$ cat src/pkg/lecs_map.svh
`ifndef LECS_MAP_SVH
`define LECS_MAP_SVH
// ==========================================================================
// Bus geometry and register indices
// ==========================================================================
`define LECS_ADDR_W 14
`define LECS_IDX_MSB 13
`define LECS_IDX_LSB 2
`define LECS_IDX_PAGE 12'h300
`define LECS_IDX_LANE3 12'h493
`define LECS_IDX_LANE4 12'h494
`define LECS_IDX_LANE5 12'h495
`define LECS_IDX_HOLD 12'h498
`define LECS_IDX_CNT_CLR 12'h499
`define LECS_IDX_IRQ_STAT 12'h49a
`define LECS_IDX_IRQ_MASK 12'h49b
// ==========================================================================
// Sizes, fields and values
// ==========================================================================
`define LECS_NUM_LINKS 2
`define LECS_NUM_LANES 3
`define LECS_NUM_KINDS 3
`define LECS_NUM_CNT 18
`define LECS_NUM_LSTAT 6
`define LECS_LANE_EN_BIT 3
`define LECS_TC_MSB 2
`define LECS_TC_LSB 0
`define LECS_CNT_TERMINAL 8'hff
`define LECS_CNT_RESET 8'h00
`define LECS_BYTE_RESET 8'h00
`define LECS_WORD_ZERO 24'h000000
`define LECS_RSV_ZERO 4'h0
`define LECS_RESP_OKAY 2'b00
`define LECS_RESP_SLVERR 2'b10
`endif

$ cat src/pkg/lecs_pkg.sv
// ==========================================================================
// Types shared by the lane error status block
// ==========================================================================
package lecs_pkg;
   // Register selected by an access, decoded from the word index.
   typedef enum logic [3:0] {
      LECS_SEL_NONE = 4'b0000,
      LECS_SEL_PAGE = 4'b0001,
      LECS_SEL_LANE3 = 4'b0010,
      LECS_SEL_LANE4 = 4'b0011,
      LECS_SEL_LANE5 = 4'b0100,
      LECS_SEL_HOLD = 4'b0101,
      LECS_SEL_CNT_CLR = 4'b0110,
      LECS_SEL_IRQ_STAT = 4'b0111,
      LECS_SEL_IRQ_MASK = 4'b1000
   } lecs_sel_t;
endpackage : lecs_pkg

$ cat src/pkg/lecs_cnt_if.sv
// ==========================================================================
// Control and status of one error counter
// ==========================================================================
interface lecs_cnt_if;
   logic evt;
   logic clr;
   logic hold;
   logic [7:0] count;
   logic tc;
   logic tc_pulse;
   modport ctl (output evt, output clr, output hold, input count, input tc, input tc_pulse);
   modport cnt (input evt, input clr, input hold, output count, output tc, output tc_pulse);
endinterface : lecs_cnt_if

$ cat src/design/lecs_err_counter.sv
`include "lecs_map.svh"
module lecs_err_counter (
   input wire logic aclk,
   input wire logic aresetn,
   lecs_cnt_if.cnt bus
);
   // ========================================================================
   // Eight-bit error counter with terminal-count flag
   // ========================================================================
   logic at_terminal;
   logic near_terminal;
   logic [7:0] next_count;

   // At terminal the hold setting chooses between freezing and wrapping.
   assign at_terminal = (bus.count == `LECS_CNT_TERMINAL);
   assign near_terminal = (bus.count == 8'(`LECS_CNT_TERMINAL - 8'h01));
   assign next_count = at_terminal ? (bus.hold ? bus.count : `LECS_CNT_RESET) : 8'(bus.count + 8'h01);

   // A user clear wins over an error in the same cycle, since software
   // expects a freshly reset counter to read zero.
   always_ff @(posedge aclk) begin
      if (!aresetn) begin
         bus.count <= `LECS_CNT_RESET;
         bus.tc <= 1'b0;
         bus.tc_pulse <= 1'b0;
      end else if (bus.clr) begin
         bus.count <= `LECS_CNT_RESET;
         bus.tc <= 1'b0;
         bus.tc_pulse <= 1'b0;
      end else begin
         bus.tc_pulse <= bus.evt & near_terminal;
         if (bus.evt) begin
            bus.count <= next_count;
         end
         if (bus.evt & near_terminal) begin
            bus.tc <= 1'b1;
         end
      end
   end
endmodule : lecs_err_counter

$ cat src/design/lecs_irq_ctrl.sv
`include "lecs_map.svh"
module lecs_irq_ctrl (
   input wire logic aclk,
   input wire logic aresetn,
   input wire logic [5:0] set_evt,
   input wire logic clr_we,
   input wire logic mask_we,
   input wire logic [5:0] wdata,
   output logic [5:0] status,
   output logic [5:0] mask,
   output logic irq
);
   // ========================================================================
   // Sticky status, mask and level interrupt
   // ========================================================================
   logic [5:0] next_status;
   logic [5:0] next_mask;

   // New events are OR-ed in after the clear, so a set never gets lost.
   assign next_status = (status & ~(clr_we ? wdata : 6'h00)) | set_evt;
   assign next_mask = mask_we ? wdata : mask;

   always_ff @(posedge aclk) begin
      if (!aresetn) begin
         status <= 6'h00;
         mask <= 6'h00;
         irq <= 1'b0;
      end else begin
         status <= next_status;
         mask <= next_mask;
         irq <= |(next_status & next_mask);
      end
   end
endmodule : lecs_irq_ctrl

$ cat src/design/lecs_status_top.sv
// Operation
// Bit 3 shows whether the lane is enabled.
// Status follows the link chosen by page.
// Terminal flag sets when counter reaches 0xFF.
// Hold set: counter freezes at terminal value.
// Hold clear: counter wraps and keeps counting.
// Flag bits: 2 control-char, 1 table, 0 disparity.
// Lane 3, 4, 5 status at 0x493-0x495.
// Upper four bits read zero; writes ignored.
//
// The AXI4-Lite register port is this design's own decision.
`include "lecs_map.svh"
module lecs_status_top (
   input wire logic aclk,
   input wire logic aresetn,
   input wire logic [`LECS_ADDR_W-1:0] awaddr,
   input wire logic [2:0] awprot,
   input wire logic awvalid,
   output logic awready,
   input wire logic [31:0] wdata,
   input wire logic [3:0] wstrb,
   input wire logic wvalid,
   output logic wready,
   output logic [1:0] bresp,
   output logic bvalid,
   input wire logic bready,
   input wire logic [`LECS_ADDR_W-1:0] araddr,
   input wire logic [2:0] arprot,
   input wire logic arvalid,
   output logic arready,
   output logic [31:0] rdata,
   output logic [1:0] rresp,
   output logic rvalid,
   input wire logic rready,
   input wire logic [17:0] lane_error_events,
   input wire logic [5:0] lane_enabled_in,
   output logic irq
);
   // ========================================================================
   // Address decode
   // ========================================================================
   // Shared by the read and write paths so both agree on the map.
   function automatic lecs_pkg::lecs_sel_t lecs_decode(input logic [11:0] idx);
      lecs_pkg::lecs_sel_t sel;
      sel = lecs_pkg::LECS_SEL_NONE;
      unique case (idx)
         `LECS_IDX_PAGE: sel = lecs_pkg::LECS_SEL_PAGE;
         `LECS_IDX_LANE3: sel = lecs_pkg::LECS_SEL_LANE3;
         `LECS_IDX_LANE4: sel = lecs_pkg::LECS_SEL_LANE4;
         `LECS_IDX_LANE5: sel = lecs_pkg::LECS_SEL_LANE5;
         `LECS_IDX_HOLD: sel = lecs_pkg::LECS_SEL_HOLD;
         `LECS_IDX_CNT_CLR: sel = lecs_pkg::LECS_SEL_CNT_CLR;
         `LECS_IDX_IRQ_STAT: sel = lecs_pkg::LECS_SEL_IRQ_STAT;
         `LECS_IDX_IRQ_MASK: sel = lecs_pkg::LECS_SEL_IRQ_MASK;
         default: sel = lecs_pkg::LECS_SEL_NONE;
      endcase
      return sel;
   endfunction : lecs_decode

   // ========================================================================
   // Control registers and counter bank
   // ========================================================================
   logic page;
   logic [2:0] counter_hold_select;
   logic [5:0] clr_lane;
   logic [17:0] tc_vec;
   logic [5:0] lane_tc_pulse;
   logic [5:0] irq_status;
   logic [5:0] irq_mask;

   lecs_cnt_if cnt_bus [`LECS_NUM_CNT] ();

   // Counter index is link*9 + lane*3 + kind; kind 0 disparity, 1 table,
   // 2 control character, which is also the flag bit order.
   for (genvar lk = 0; lk < `LECS_NUM_LINKS; lk++) begin : g_link
      for (genvar ln = 0; ln < `LECS_NUM_LANES; ln++) begin : g_lane
         for (genvar kd = 0; kd < `LECS_NUM_KINDS; kd++) begin : g_kind
            localparam int C = lk * 9 + ln * 3 + kd;
            assign cnt_bus[C].evt = lane_error_events[C];
            assign cnt_bus[C].clr = clr_lane[lk * 3 + ln];
            assign cnt_bus[C].hold = counter_hold_select[kd];
            assign tc_vec[C] = cnt_bus[C].tc;
            lecs_err_counter u_cnt (
               .aclk(aclk),
               .aresetn(aresetn),
               .bus(cnt_bus[C].cnt)
            );
         end
         assign lane_tc_pulse[lk * 3 + ln] = cnt_bus[lk * 9 + ln * 3].tc_pulse
            | cnt_bus[lk * 9 + ln * 3 + 1].tc_pulse | cnt_bus[lk * 9 + ln * 3 + 2].tc_pulse;
      end
   end

   // ========================================================================
   // Paged lane status views
   // ========================================================================
   logic [7:0] lane_view [`LECS_NUM_LANES];
   for (genvar ln = 0; ln < `LECS_NUM_LANES; ln++) begin : g_view
      logic en_sel;
      logic [2:0] tc_sel;
      assign en_sel = page ? lane_enabled_in[3 + ln] : lane_enabled_in[ln];
      assign tc_sel = page ? tc_vec[9 + ln * 3 +: 3] : tc_vec[ln * 3 +: 3];
      assign lane_view[ln] = {`LECS_RSV_ZERO, en_sel, tc_sel};
   end

   // ========================================================================
   // Write channel
   // ========================================================================
   logic aw_full;
   logic w_full;
   logic [11:0] aw_idx;
   logic [7:0] w_byte;
   logic w_lane0;
   logic aw_take;
   logic w_take;
   logic do_write;
   logic next_aw_full;
   logic next_w_full;
   logic next_bvalid;
   lecs_pkg::lecs_sel_t wr_sel;
   logic wr_page;
   logic wr_hold;
   logic wr_clr;
   logic wr_istat;
   logic wr_imask;

   // Address and data are taken in either order and held until both are in.
   assign aw_take = awvalid & awready;
   assign w_take = wvalid & wready;
   assign do_write = aw_full & w_full & ~bvalid;
   assign next_aw_full = (aw_full & ~do_write) | aw_take;
   assign next_w_full = (w_full & ~do_write) | w_take;
   assign next_bvalid = do_write | (bvalid & ~bready);

   // Only byte lane 0 carries register bits; a write without it is a no-op.
   assign wr_sel = lecs_decode(aw_idx);
   assign wr_page = do_write & w_lane0 & (wr_sel == lecs_pkg::LECS_SEL_PAGE);
   assign wr_hold = do_write & w_lane0 & (wr_sel == lecs_pkg::LECS_SEL_HOLD);
   assign wr_clr = do_write & w_lane0 & (wr_sel == lecs_pkg::LECS_SEL_CNT_CLR);
   assign wr_istat = do_write & w_lane0 & (wr_sel == lecs_pkg::LECS_SEL_IRQ_STAT);
   assign wr_imask = do_write & w_lane0 & (wr_sel == lecs_pkg::LECS_SEL_IRQ_MASK);

   // Ready drops as soon as a channel is held, so each takes one beat.
   always_ff @(posedge aclk) begin
      if (!aresetn) begin
         aw_full <= 1'b0;
         w_full <= 1'b0;
         awready <= 1'b0;
         wready <= 1'b0;
         bvalid <= 1'b0;
         bresp <= `LECS_RESP_OKAY;
         aw_idx <= 12'h000;
         w_byte <= `LECS_BYTE_RESET;
         w_lane0 <= 1'b0;
      end else begin
         aw_full <= next_aw_full;
         w_full <= next_w_full;
         awready <= ~next_aw_full;
         wready <= ~next_w_full;
         bvalid <= next_bvalid;
         if (aw_take) begin
            aw_idx <= awaddr[`LECS_IDX_MSB:`LECS_IDX_LSB];
         end
         if (w_take) begin
            w_byte <= wdata[7:0];
            w_lane0 <= wstrb[0];
         end
         if (do_write) begin
            bresp <= (wr_sel == lecs_pkg::LECS_SEL_NONE) ? `LECS_RESP_SLVERR : `LECS_RESP_OKAY;
         end
      end
   end

   // Lane status registers have no write path, so stores to them fall away.
   always_ff @(posedge aclk) begin
      if (!aresetn) begin
         page <= 1'b0;
         counter_hold_select <= 3'h0;
         clr_lane <= 6'h00;
      end else begin
         if (wr_page) begin
            page <= w_byte[0];
         end
         if (wr_hold) begin
            counter_hold_select <= w_byte[2:0];
         end
         clr_lane <= wr_clr ? (page ? {w_byte[2:0], 3'h0} : {3'h0, w_byte[2:0]}) : 6'h00;
      end
   end

   // ========================================================================
   // Interrupts
   // ========================================================================
   lecs_irq_ctrl u_irq (
      .aclk(aclk),
      .aresetn(aresetn),
      .set_evt(lane_tc_pulse),
      .clr_we(wr_istat),
      .mask_we(wr_imask),
      .wdata(w_byte[5:0]),
      .status(irq_status),
      .mask(irq_mask),
      .irq(irq)
   );

   // ========================================================================
   // Read channel
   // ========================================================================
   lecs_pkg::lecs_sel_t rd_sel;
   logic [7:0] rd_byte;
   logic ar_take;
   logic next_rvalid;

   assign ar_take = arvalid & arready;
   assign next_rvalid = ar_take | (rvalid & ~rready);
   assign rd_sel = lecs_decode(araddr[`LECS_IDX_MSB:`LECS_IDX_LSB]);

   // Lane status reads sample the live view at the moment of the request.
   assign rd_byte =
      (rd_sel == lecs_pkg::LECS_SEL_PAGE) ? {7'h00, page} :
      (rd_sel == lecs_pkg::LECS_SEL_LANE3) ? lane_view[0] :
      (rd_sel == lecs_pkg::LECS_SEL_LANE4) ? lane_view[1] :
      (rd_sel == lecs_pkg::LECS_SEL_LANE5) ? lane_view[2] :
      (rd_sel == lecs_pkg::LECS_SEL_HOLD) ? {5'h00, counter_hold_select} :
      (rd_sel == lecs_pkg::LECS_SEL_IRQ_STAT) ? {2'h0, irq_status} :
      (rd_sel == lecs_pkg::LECS_SEL_IRQ_MASK) ? {2'h0, irq_mask} :
      `LECS_BYTE_RESET;

   // One read in flight; address ready stays low until the data is taken.
   always_ff @(posedge aclk) begin
      if (!aresetn) begin
         arready <= 1'b0;
         rvalid <= 1'b0;
         rdata <= 32'h00000000;
         rresp <= `LECS_RESP_OKAY;
      end else begin
         arready <= ~next_rvalid;
         rvalid <= next_rvalid;
         if (ar_take) begin
            rdata <= {`LECS_WORD_ZERO, rd_byte};
            rresp <= (rd_sel == lecs_pkg::LECS_SEL_NONE) ? `LECS_RESP_SLVERR : `LECS_RESP_OKAY;
         end
      end
   end
endmodule : lecs_status_top

$ cat config.mk
export PLATFORM = sky130hd
export DESIGN_NAME = lecs_status_top
export DESIGN_NICKNAME = d
export VERILOG_FILES = /design/src/pkg/lecs_pkg.sv /design/src/pkg/lecs_cnt_if.sv /design/src/design/lecs_err_counter.sv /design/src/design/lecs_irq_ctrl.sv /design/src/design/lecs_status_top.sv
export VERILOG_INCLUDE_DIRS = /design/src /design/src/pkg
export SDC_FILE = /design/constraint.sdc
export NUM_CORES = 1
export LEC_CHECK = 0
export ABC_AREA = 1
export BUFFER_PORTS_ARGS = -buffer_cell sky130_fd_sc_hd__buf_2
export CAP_MARGIN = 10
export CELL_PAD_IN_SITES_DETAIL_PLACEMENT = 0
export CELL_PAD_IN_SITES_GLOBAL_PLACEMENT = 1
export CORE_ASPECT_RATIO = 0.5
export CORE_MARGIN = 3
export CORE_UTILIZATION = 46
export CTS_CLUSTER_SIZE = 12
export DETAILED_ROUTE_END_ITERATION = 12
export GPL_TIMING_DRIVEN = 0
export PLACE_DENSITY_LB_ADDON = 0.1
export SYNTH_ARGS = -nofsm -noshare
export SYNTH_HDL_FRONTEND = slang
export SYNTH_HIERARCHICAL = 1
export SYNTH_SLANG_ARGS = --single-unit
$ cat constraint.sdc
create_clock -name aclk -period 3.2 [get_ports aclk]
set_input_delay 0.32 -clock aclk [delete_from_list [all_inputs] [get_ports aclk]]
set_output_delay 0.32 -clock aclk [all_outputs]
set_load 0.02 [all_outputs]
==> flow_summary.json, run 1 <==
{
  "netlist_cell_types": 35,
  "synth-edff-count": 0,
  "most_frequent_cp_cell": "nand2_1",
  "power.static_leakage_nw": 6.94,
  "drt_pre_antenna_iters": 7,
  "ctsHtreeMaxLevel": 1,
  "die_y_um": 130,
  "wl_um": 34400,
  "synth-compound-area-share_pct": 7.45,
  "min-delay-path-class": "in -> reg",
  "worst_setup_path_start_kind": "flop",
  "synthSimpleGateAreaFrac_pct": 43.1,
  "post-place-cells": 2690,
  "setup.worst_path.class": "reg -> reg",
  "synth_top_family_by_area": "simple AND/OR/NAND/NOR gates",
  "critPathRequiredTime_ps": 3610,
  "yosys_warnings": 6,
  "fin_crit_ps": 2340,
  "hold_buffers": 0,
  "synth_mux_area_share_pct": 0.281,
  "drv.max_cap_violation_count": 0,
  "postCtsSetupBuffers": 0,
  "synthAdderAreaFrac_pct": 3.16,
  "critical_path.slowest_cell": "a21oi_1",
  "post_route_cells_drive_above_1_share_pct": 11.8,
  "clock-root-buffer": "clkbuf_16",
  "instances_no_fill": 2724,
  "nNetsFinal": 2462,
  "critical_path.cell_chain": "nor2_2 > nand3_2 > nor2_4 > o21ai_2 > nor2_1 > nand3_2 > a21oi_1 > nand2_1 > nand2_1 > nand2_1 > nand2_1 > nand2_1 > nor2_1 > a21oi_1",
  "floorplan.die.width_um": 255,
  "yosys.area.top_type_share_pct": 33.3,
  "synthFlopType": "dfxtp_1",
  "synth_xor_area_share_pct": 1.11,
  "timing_hold_violations_final": 0,
  "synth_seq_area_share_pct": 33.3,
  "via_density_per_instance": 4.79,
  "initial_core_util_pct": 48.0,
  "grt_max_degree": 25,
  "totalNegativeSetupSlack_ps": 0,
  "row_count": 44,
  "proportion_of_synthesized_flip_flops_having_asynchronous_set_or_reset_pct": 0,
  "max_freq_mhz": 428,
  "arrival_ps": 2750,
  "cellPowerDensity_nw_per_um2": 401,
  "worstSkewPairLatency_ps": 550,
  "detailedRoute.firstIterationViolations": 769,
  "worstPathMaxFanout": 6,
  "synth.area.top_cells": "dfxtp_1 (33%), nand2_1 (16%), inv_1 (8.6%), nor2_1 (7.7%), nand3_1 (7.6%)",
  "rsz0062_at_grt": "no",
  "post_drt_wl_per_cell_um": 12.6,
  "synth.avg_cell_area_um2": 6.44,
  "numPortBuffers": 57,
  "post_synth_inst_count": 2215,
  "number_of_sinks_driven_by_the_clock_tree": 237,
  "ir_worst_vdd_uv": 338,
  "detail-route-antenna-nets": 0,
  "ys_seq_elements": 237,
  "vias_in_the_first_global_route": 11400,
  "layout-area-overhead-vs-synth_pct": 11.0,
  "critical_path.max_stage_delay_ps": 510,
  "fin_worst_skew_ps": 27.5,
  "timing.final.max_slew_violations": 0,
  "cts_made_buffers": 24,
  "status": "finished clean",
  "num_antenna_cells": 0,
  "worstMarginPinSlew_ps": 986,
  "grt_antenna_before_repair": 0,
  "synth_top_area_cell": "dfxtp_1",
  "clkSlewWorstSetupHoldPaths_ps": 60,
  "wire_length_of_the_first_global_routing_pass_um": 56100,
  "post-dp-hpwl_um": 26000,
  "gpl.final_weighted_congestion": 0.863,
  "timing.slew.headroom_pct": 34.2,
  "globalRoute.totalOverflow": 0,
  "setup.worst_path.end_class": "flop",
  "remaining_drc_errors": 0,
  "cts-root-to-sink-buffers": 3,
  "cts_repair_resize_count": 0,
  "setup_viol": 0,
  "floorplan.die_area_um2": 33300,
  "i_o_pin_count": 143,
  "detailroute.via_count": 13100,
  "coreArea_um2": 29700,
  "fin_crit_sh_pct": 73.1,
  "cts_tree": "yes",
  "post_synth_instance_area_um2": 14300,
  "grt.total_usage_pct": 20.5
}
[layout by cell type, fill, tap and decap left out, types with 9 or more instances in the layout]
cell	instances
nand2_1	620
inv_1	328
nor2_1	292
dfxtp_1	237
nand3_1	216
a21oi_1	110
o21ai_0	83
buf_2	58
buf_4	47
nand2_2	42
nor2_4	39
nand2_4	36
ha_1	36
conb_1	28
nand4_1	26
clkbuf_16	24
nand3b_1	21
xor2_1	18
clkbuf_1	11
nor3_1	9
[metrics by stage]
step / hold slack [ps] / cell area, um2 / total power [mW] / util, % / setup slack (ps)
finish: 31.9 / 15800 / 6.34 / 53.2 / 861
global route: 55.0 / 15800 / 6.63 / 53.2 / 627
CTS: 4.15 / 15800 / 6.43 / 53.2 / 894
detailed placement: 452 / 15100 / 3.77 / 50.9 / 927
global placement: 440 / 15100 / 3.77 / 50.9 / 897
floorplan: 421 / 14400 / 3.61 / - / 1390
[routing by layer]
metal | share of wire (%) | global-route usage, % | vias up
met5 | 0 | 0 | -
met4 | 1.3 | 3.35 | 0
met3 | 3.8 | 2.97 | 35
met2 | 43 | 33.2 | 162
met1 | 52 | 29.5 | 5787
li1 | - | - | 7073
[final cells by class]
type                       count  area [um2]
buffer                        57         407
clock buffer                  32         671
clock inverter                 2        21.3
fill                        3115       13900
inverter                     333        1250
multi-input combinational   1615        7960
sequential                   237        4740
tap                          391         489
timing repair buffer          57         285
[power breakdown]
group          switching (mW)  internal [mW]  total [mW]
logic                   0.388          0.207       0.595
registers              0.0868           3.03        3.12
clock network            1.18           1.45        2.63
[cell usage after synthesis, drive strengths merged, types with 3 or more instances]
cell and count:
a21oi 110, buf 50, clkbuf 7, dfxtp 237, ha 36, inv 332, mux2i 4, nand2 698
nand3 219, nand3b 21, nand4 27, nor2 335, nor3 10, o211ai 3, o21ai 94, or2 5
or3 6, xor2 18
[worst paths after layout]
kind	from	to	cells after the start	slack (ps)
setup reg to reg	aw_idx[8]	u_irq/irq	14	860
setup / recovery	aw_idx[8]	u_irq/irq	14	860
hold / removal	awaddr[11]	aw_idx[9]	3	30
hold reg to reg	g_link[1].g_lane[0].g_kind[0].u_cnt/bus.tc	g_link[1].g_lane[0].g_kind[0].u_cnt/bus.tc	2	460
[cells by family (layout without fill, tap and decap cells)]
| logic type | count (synthesis) | count (layout) |
|---|---|---|
| muxes | 4 | 4 |
| adders and majority gates | 36 | 36 |
| and+or+nand+nor | 1322 | 1322 |
| xor gates and xnor gates | 18 | 18 |
| DFF | 237 | 237 |
| AOI/OAI and AO/OA | 207 | 207 |
| other | 1 | 28 |
| buffers and inverters | 390 | 481 |
[registers in the layout, indices dropped and copies added (netlist names), 3 cells and up]
register	cells
w_byte	6
clr_lane	6
aw_idx	12
g_link.g_lane.g_kind.u_cnt/bus.tc	18
rdata	6
u_irq/status	6
g_link.g_lane.g_kind.u_cnt/bus.count	144
g_link.g_lane.g_kind.u_cnt/bus.tc_pulse	18
u_irq/mask	6
counter_hold_select	3
[worst max-delay path: cells and delay by family (launching register included)]
kind	cells	cell delay [ps]
flops	1	330
simple gates	11	1160
compound gates	3	710
Note: power is estimated with default switching activity, not from simulation.
==> run 2, diff against run 1 <==
Settings changed: CORE_UTILIZATION 46 to 42.
Clock period 3.2 ns to 2.3 ns, I/O delays scaled along.
==> run 2 against run 1 <==
  * Critical path depth fell by 2
  * Critical endpoint unchanged
  * Wire length increased by 2.0%
  * Global-route usage decreased by 1.3 points
  * Clock-buffer cell count is 1 lower
  * Total power up 41%
  * Final area up 1.6%
  * Critical path type unchanged
  * Fmax grew 14%
  * Setup slack worse by 610 ps
==> flow_summary.json, run 2 (synthesis gave the netlist of run 1 again) <==
{
  "postLayoutCellArea_um2": 16100,
  "globalRoute.totalOverflow": 0,
  "netSwitchingFraction_pct": 25.5,
  "timing_hold_violations_final": 0,
  "numPortBuffers": 57,
  "wire_length_of_the_first_global_routing_pass_um": 57700,
  "initial_core_util_pct": 43.8,
  "flip_flop_count_of_the_largest_register_after_layout": 144,
  "detail-route-antenna-nets": 0,
  "critical_path.reg2reg.startpoint": "aw_idx[8]",
  "pwr-share-comb_pct": 9.5,
  "worst_setup_path_start_kind": "flop",
  "grt_max_degree": 25,
  "coreArea_um2": 32500,
  "worstPathMaxFanout": 10,
  "worst-r2r-setup-slack_ps": 250,
  "floorplan.die.width_um": 267,
  "die_y_um": 136,
  "rr_worst_depth": 12,
  "commonest_non_fill_non_tap_cell_in_the_layout": "nand2_1",
  "setup.worst_path.end_class": "flop",
  "timing.hold.worst.start": "wdata[1]",
  "regArea_um2": 4740,
  "drv.max_cap_violation_count": 0,
  "fin_crit_ps": 2050,
  "layout.cells.most_common_list": "nand2_1 (620), inv_1 (328), nor2_1 (292)",
  "ir_worst_vdd_uv": 333,
  "timing.final.max_slew_violations": 0,
  "timing.slew.headroom_pct": 40.6,
  "grt_antenna_before_repair": 3,
  "crit-reg2reg-capture": "u_irq/irq",
  "ctsHtreeMaxLevel": 1,
  "number_of_sinks_driven_by_the_clock_tree": 237,
  "power.static_leakage_nw": 7.01,
  "cts_made_buffers": 24,
  "worstHoldEndpoint": "w_byte[1]",
  "min-delay-path-class": "in -> reg",
  "grt.total_usage_pct": 19.2,
  "dpl_cell_area_um2": 15200,
  "worstMarginPinSlew_ps": 890,
  "totalNegativeSetupSlack_ps": 0,
  "hold_depth": 3,
  "via_density_per_instance": 4.67,
  "status": "finished clean",
  "power.share.clock_pct": 41.9,
  "finalWorstSetupSlack_ps": 249,
  "post-place-cells": 2731,
  "worstSkewPairLatency_ps": 530,
  "post_route_cells_drive_above_1_share_pct": 11.7,
  "layout-area-overhead-vs-synth_pct": 12.7,
  "wl_um": 35100,
  "vias_in_the_first_global_route": 11700,
  "nNetsFinal": 2479,
  "detailedRoute.firstIterationViolations": 694,
  "clkSlewWorstSetupHoldPaths_ps": 60,
  "fin_util_pct": 49.4,
  "gpl.final_weighted_congestion": 0.868,
  "instances_no_fill": 2782,
  "critPathRequiredTime_ps": 2750,
  "rsz0062_at_grt": "no",
  "i_o_pin_count": 143,
  "fin_worst_skew_ps": 8.75,
  "post-dp-hpwl_um": 26400,
  "fin_crit_sh_pct": 89.2,
  "cellPowerDensity_nw_per_um2": 554,
  "multi_input_logic_area_um2": 7970,
  "setup_viol": 0,
  "setup.worst_path.class": "reg -> reg",
  "largest_register": "g_link.g_lane.g_kind.u_cnt/bus.count",
  "arrival_ps": 2500,
  "final.fill_count": 3398,
  "cts-root-to-sink-buffers": 3,
  "remaining_drc_errors": 0,
  "worst_setup_slack_before_clock_tree_synthesis_ps": 44.3,
  "total_power_draw_mw": 8.91,
  "floorplan.die_area_um2": 36300,
  "drt_pre_antenna_iters": 5,
  "power.sequential.fraction_pct": 48.6,
  "biggestRegsByFlops": "g_link.g_lane.g_kind.u_cnt/bus.count (144), g_link.g_lane.g_kind.u_cnt/bus.tc (18), g_link.g_lane.g_kind.u_cnt/bus.tc_pulse (18)",
  "postCtsSetupBuffers": 0,
  "row_count": 46,
  "fin_hold_ws_ps": 23.1,
  "cts_tree": "yes",
  "clock-root-buffer": "clkbuf_16",
  "detailroute.via_count": 13000,
  "power_switching_mw": 2.27,
  "max_freq_mhz": 488,
  "post_drt_wl_per_cell_um": 12.6,
  "cell_internal_pwr_mw": 6.64
}
==> run 2: what timing repair did <==
action                                 4_1_cts  5_1_grt
endpoints found under the hold margin       17        0
gates resized for setup                      0        2
hold buffers                                17        0
setup endpoints to repair                    0        1
==> run 2: power groups by stage <==
stage,registers [mW],clock network [mW],logic [mW]
CTS,4.33,3.86,0.852
detailed placement,4.42,0,0.826
global placement,4.42,0,0.824
global route,4.35,4.03,0.966
finish,4.33,3.73,0.848
floorplan,4.41,0,0.614
==> run 2: layout make-up <==
class / count / area share (%)
antenna: 1 / 0.0156
buffer: 57 / 2.53
clock buffer: 31 / 4.16
clock inverter: 2 / 0.218
inverter: 333 / 7.78
multi-input combinational: 1615 / 49.6
sequential: 237 / 29.5
tap: 432 / 3.36
timing repair buffer: 74 / 2.83
==> run 2: worst max-delay path, stage by stage (launching register included) <==
cell     delay, ps
dfxtp_1        330
nor2_2         120
nand3_2        100
nor2_4         190
nand2_2         90
nor3_1         450
buf_6          220
nand2_1         70
o21ai_2         70
nand2_1         80
nand2_1         70
inv_1           40
a21oi_1        150
==> run 2: layer usage <==
layer | GRT usage, % | wire length, um | share of wire [%] | up-vias
met4 | 3.74 | 572 | 1.6 | 0
li1 | - | - | - | 7107
met1 | 26.5 | 17800 | 51 | 5677
met5 | 0 | 0 | 0 | -
met2 | 32.2 | 15600 | 44 | 160
met3 | 2.89 | 1190 | 3.4 | 38
==> run 2: how the worst max path moves through the flow <==
stage / start / end / slack (ps)
4_1_cts: aw_idx[8] / u_irq/irq / 30
2_1_floorplan: aw_idx[0] / u_irq/irq / 490
6_report: aw_idx[8] / u_irq/irq / 250
3_5_place_dp: aw_idx[8] / u_irq/irq / 40
5_1_grt: aw_idx[8] / u_irq/irq / 20
3_3_place_gp: aw_idx[8] / u_irq/irq / 50
==> run 3, diff against run 2 <==
Settings changed: CORE_ASPECT_RATIO 0.5 to unset.
==> run 3 against run 2 <==
  * Critical path depth decreased by 1
  * Via count increased by 2.3%
  * Setup slack got worse by 10 ps
  * Clock power increased by 20%
  * Final cell count increased by 1.6%
  * Non-clock buffer count increased by 16
  * Sequential cell count unchanged
  * Sequential power about the same
  * Die area decreased by 0.37%
  * Total power increased by 8.4%
  * Critical endpoint unchanged
  * Highest routed layer is now met5
==> flow_summary.json, run 3 (synthesis gave the netlist of run 1 again) <==
{
  "status": "finished clean",
  "flip_flop_count_of_the_largest_register_after_layout": 144,
  "cts_made_buffers": 29,
  "clkSlewWorstSetupHoldPaths_ps": 60,
  "cts_tree": "yes",
  "floorplan.die.width_um": 190,
  "postLayoutCellArea_um2": 16500,
  "totalNegativeSetupSlack_ps": 0,
  "ir_worst_vdd_uv": 558,
  "numPortBuffers": 57,
  "row_count": 66,
  "wl_um": 35400,
  "commonest_non_fill_non_tap_cell_in_the_layout": "nand2_1",
  "detail-route-antenna-nets": 0,
  "grt_antenna_before_repair": 2,
  "pwr-share-comb_pct": 9.0,
  "fin_crit_sh_pct": 89.6,
  "ctsHtreeMaxLevel": 1,
  "worst_setup_slack_before_clock_tree_synthesis_ps": 54.0,
  "max_freq_mhz": 485,
  "instances_no_fill": 2827,
  "worst_setup_path_start_kind": "flop",
  "dpl_cell_area_um2": 15200,
  "power.sequential.fraction_pct": 44.9,
  "post_route_cells_drive_above_1_share_pct": 12.2,
  "globalRoute.totalOverflow": 0,
  "worstMarginPinSlew_ps": 903,
  "finalWorstSetupSlack_ps": 239,
  "grt.total_usage_pct": 19.4,
  "power.share.clock_pct": 46.2,
  "layout-area-overhead-vs-synth_pct": 15.5,
  "worstPathMaxFanout": 10,
  "drt_pre_antenna_iters": 8,
  "initial_core_util_pct": 43.2,
  "largest_register": "g_link.g_lane.g_kind.u_cnt/bus.count",
  "setup.worst_path.end_class": "flop",
  "arrival_ps": 2530,
  "clock-root-buffer": "clkbuf_16",
  "num_antenna_cells": 0,
  "detailroute.via_count": 13300,
  "fin_worst_skew_ps": 6.46,
  "timing.slew.headroom_pct": 39.7,
  "i_o_pin_count": 143,
  "power_switching_mw": 2.45,
  "netSwitchingFraction_pct": 25.3,
  "drv.max_cap_violation_count": 0,
  "fin_crit_ps": 2060,
  "wire_length_of_the_first_global_routing_pass_um": 59000,
  "setup.worst_path.class": "reg -> reg",
  "remaining_drc_errors": 0,
  "gpl.final_weighted_congestion": 0.832,
  "min-delay-path-class": "in -> reg",
  "rsz0062_at_grt": "no",
  "number_of_sinks_driven_by_the_clock_tree": 237,
  "timing_hold_violations_final": 0,
  "die_y_um": 190,
  "cts-root-to-sink-buffers": 3,
  "setup_viol": 0,
  "power.static_leakage_nw": 7.20,
  "via_density_per_instance": 4.70,
  "layout.cells.most_common_list": "nand2_1 (620), inv_1 (328), nor2_1 (292)",
  "worstSkewPairLatency_ps": 550,
  "detailedRoute.firstIterationViolations": 633,
  "nNetsFinal": 2500,
  "post-place-cells": 2741,
  "biggestRegsByFlops": "g_link.g_lane.g_kind.u_cnt/bus.count (144), g_link.g_lane.g_kind.u_cnt/bus.tc (18), g_link.g_lane.g_kind.u_cnt/bus.tc_pulse (18)",
  "floorplan.die_area_um2": 36200,
  "timing.final.max_slew_violations": 0,
  "post_drt_wl_per_cell_um": 12.5,
  "vias_in_the_first_global_route": 12200,
  "critPathRequiredTime_ps": 2770,
  "grt_max_degree": 25,
  "cell_internal_pwr_mw": 7.22,
  "cellPowerDensity_nw_per_um2": 587,
  "worst-r2r-setup-slack_ps": 240,
  "coreArea_um2": 33000,
  "post-dp-hpwl_um": 26800
}
==> run 3: layout make-up <==
| cell class | count | area (um2) |
|---|---|---|
| Multi-Input combinational cell | 1615 | 7960 |
| Timing Repair Buffer | 90 | 616 |
| Inverter | 333 | 1250 |
| Fill cell | 3431 | 16600 |
| Tap cell | 442 | 553 |
| Clock inverter | 8 | 65.1 |
| Sequential cell | 237 | 4740 |
| Buffer | 57 | 407 |
| Clock buffer | 45 | 866 |
==> run 3: power by group through the flow <==
stage	Combinational, mW	Sequential, mW	Clock (mW)
floorplan	0.614	4.41	0
global placement	0.814	4.42	0
detailed placement	0.824	4.42	0
CTS	0.872	4.33	4.61
global route	0.985	4.35	4.77
finish	0.867	4.33	4.46
==> run 3: repair_timing <==
item	4_1_cts	5_1_grt
gates resized for setup	0	1
hold buffers	33	0
endpoints found under the hold margin	36	0
setup endpoints to repair	0	1
buffers inserted	0	0
==> run 3: critical path: stages (launching register included) <==
cell	delay (ps)
dfxtp_1	320
inv_1	50
nor3_2	250
nand2_1	140
nor3_1	520
buf_6	230
nand2_1	70
o21ai_2	70
nand2_1	80
nand2_1	60
inv_1	30
a21oi_1	140
==> run 3: routing by layer <==
metal  vias up  part of all wire [%]  track usage, %  wire length (um)
met1      5896                    48            25.6             16900
met2       171                    46            33.4             16300
met3        50                   3.8            3.05              1350
li1       7156                     -               -                 -
met4         4                   2.4            4.83               845
met5         -                 0.076               0                27
==> run 3: final timing paths <==
path,start,to,cells past startpoint
worst max-delay path,w_full,u_irq/irq,11
worst min register to register,g_link[1].g_lane[2].g_kind[2].u_cnt/bus.tc,g_link[1].g_lane[2].g_kind[2].u_cnt/bus.tc,2
worst max register to register,w_full,u_irq/irq,11
worst min-delay path,wdata[1],w_byte[1],3
==> run 3: per-stage QoR <==
stage | hold WS [ps] | power, mW | util (%)
after floorplan | 368 | 5.02 | -
after global placement | 442 | 5.23 | 46.0
after detailed placement | 447 | 5.25 | 46.0
after CTS | 1.94 | 9.81 | 49.8
after global routing | 26.9 | 10.1 | 49.8
final | 27.5 | 9.66 | 49.8
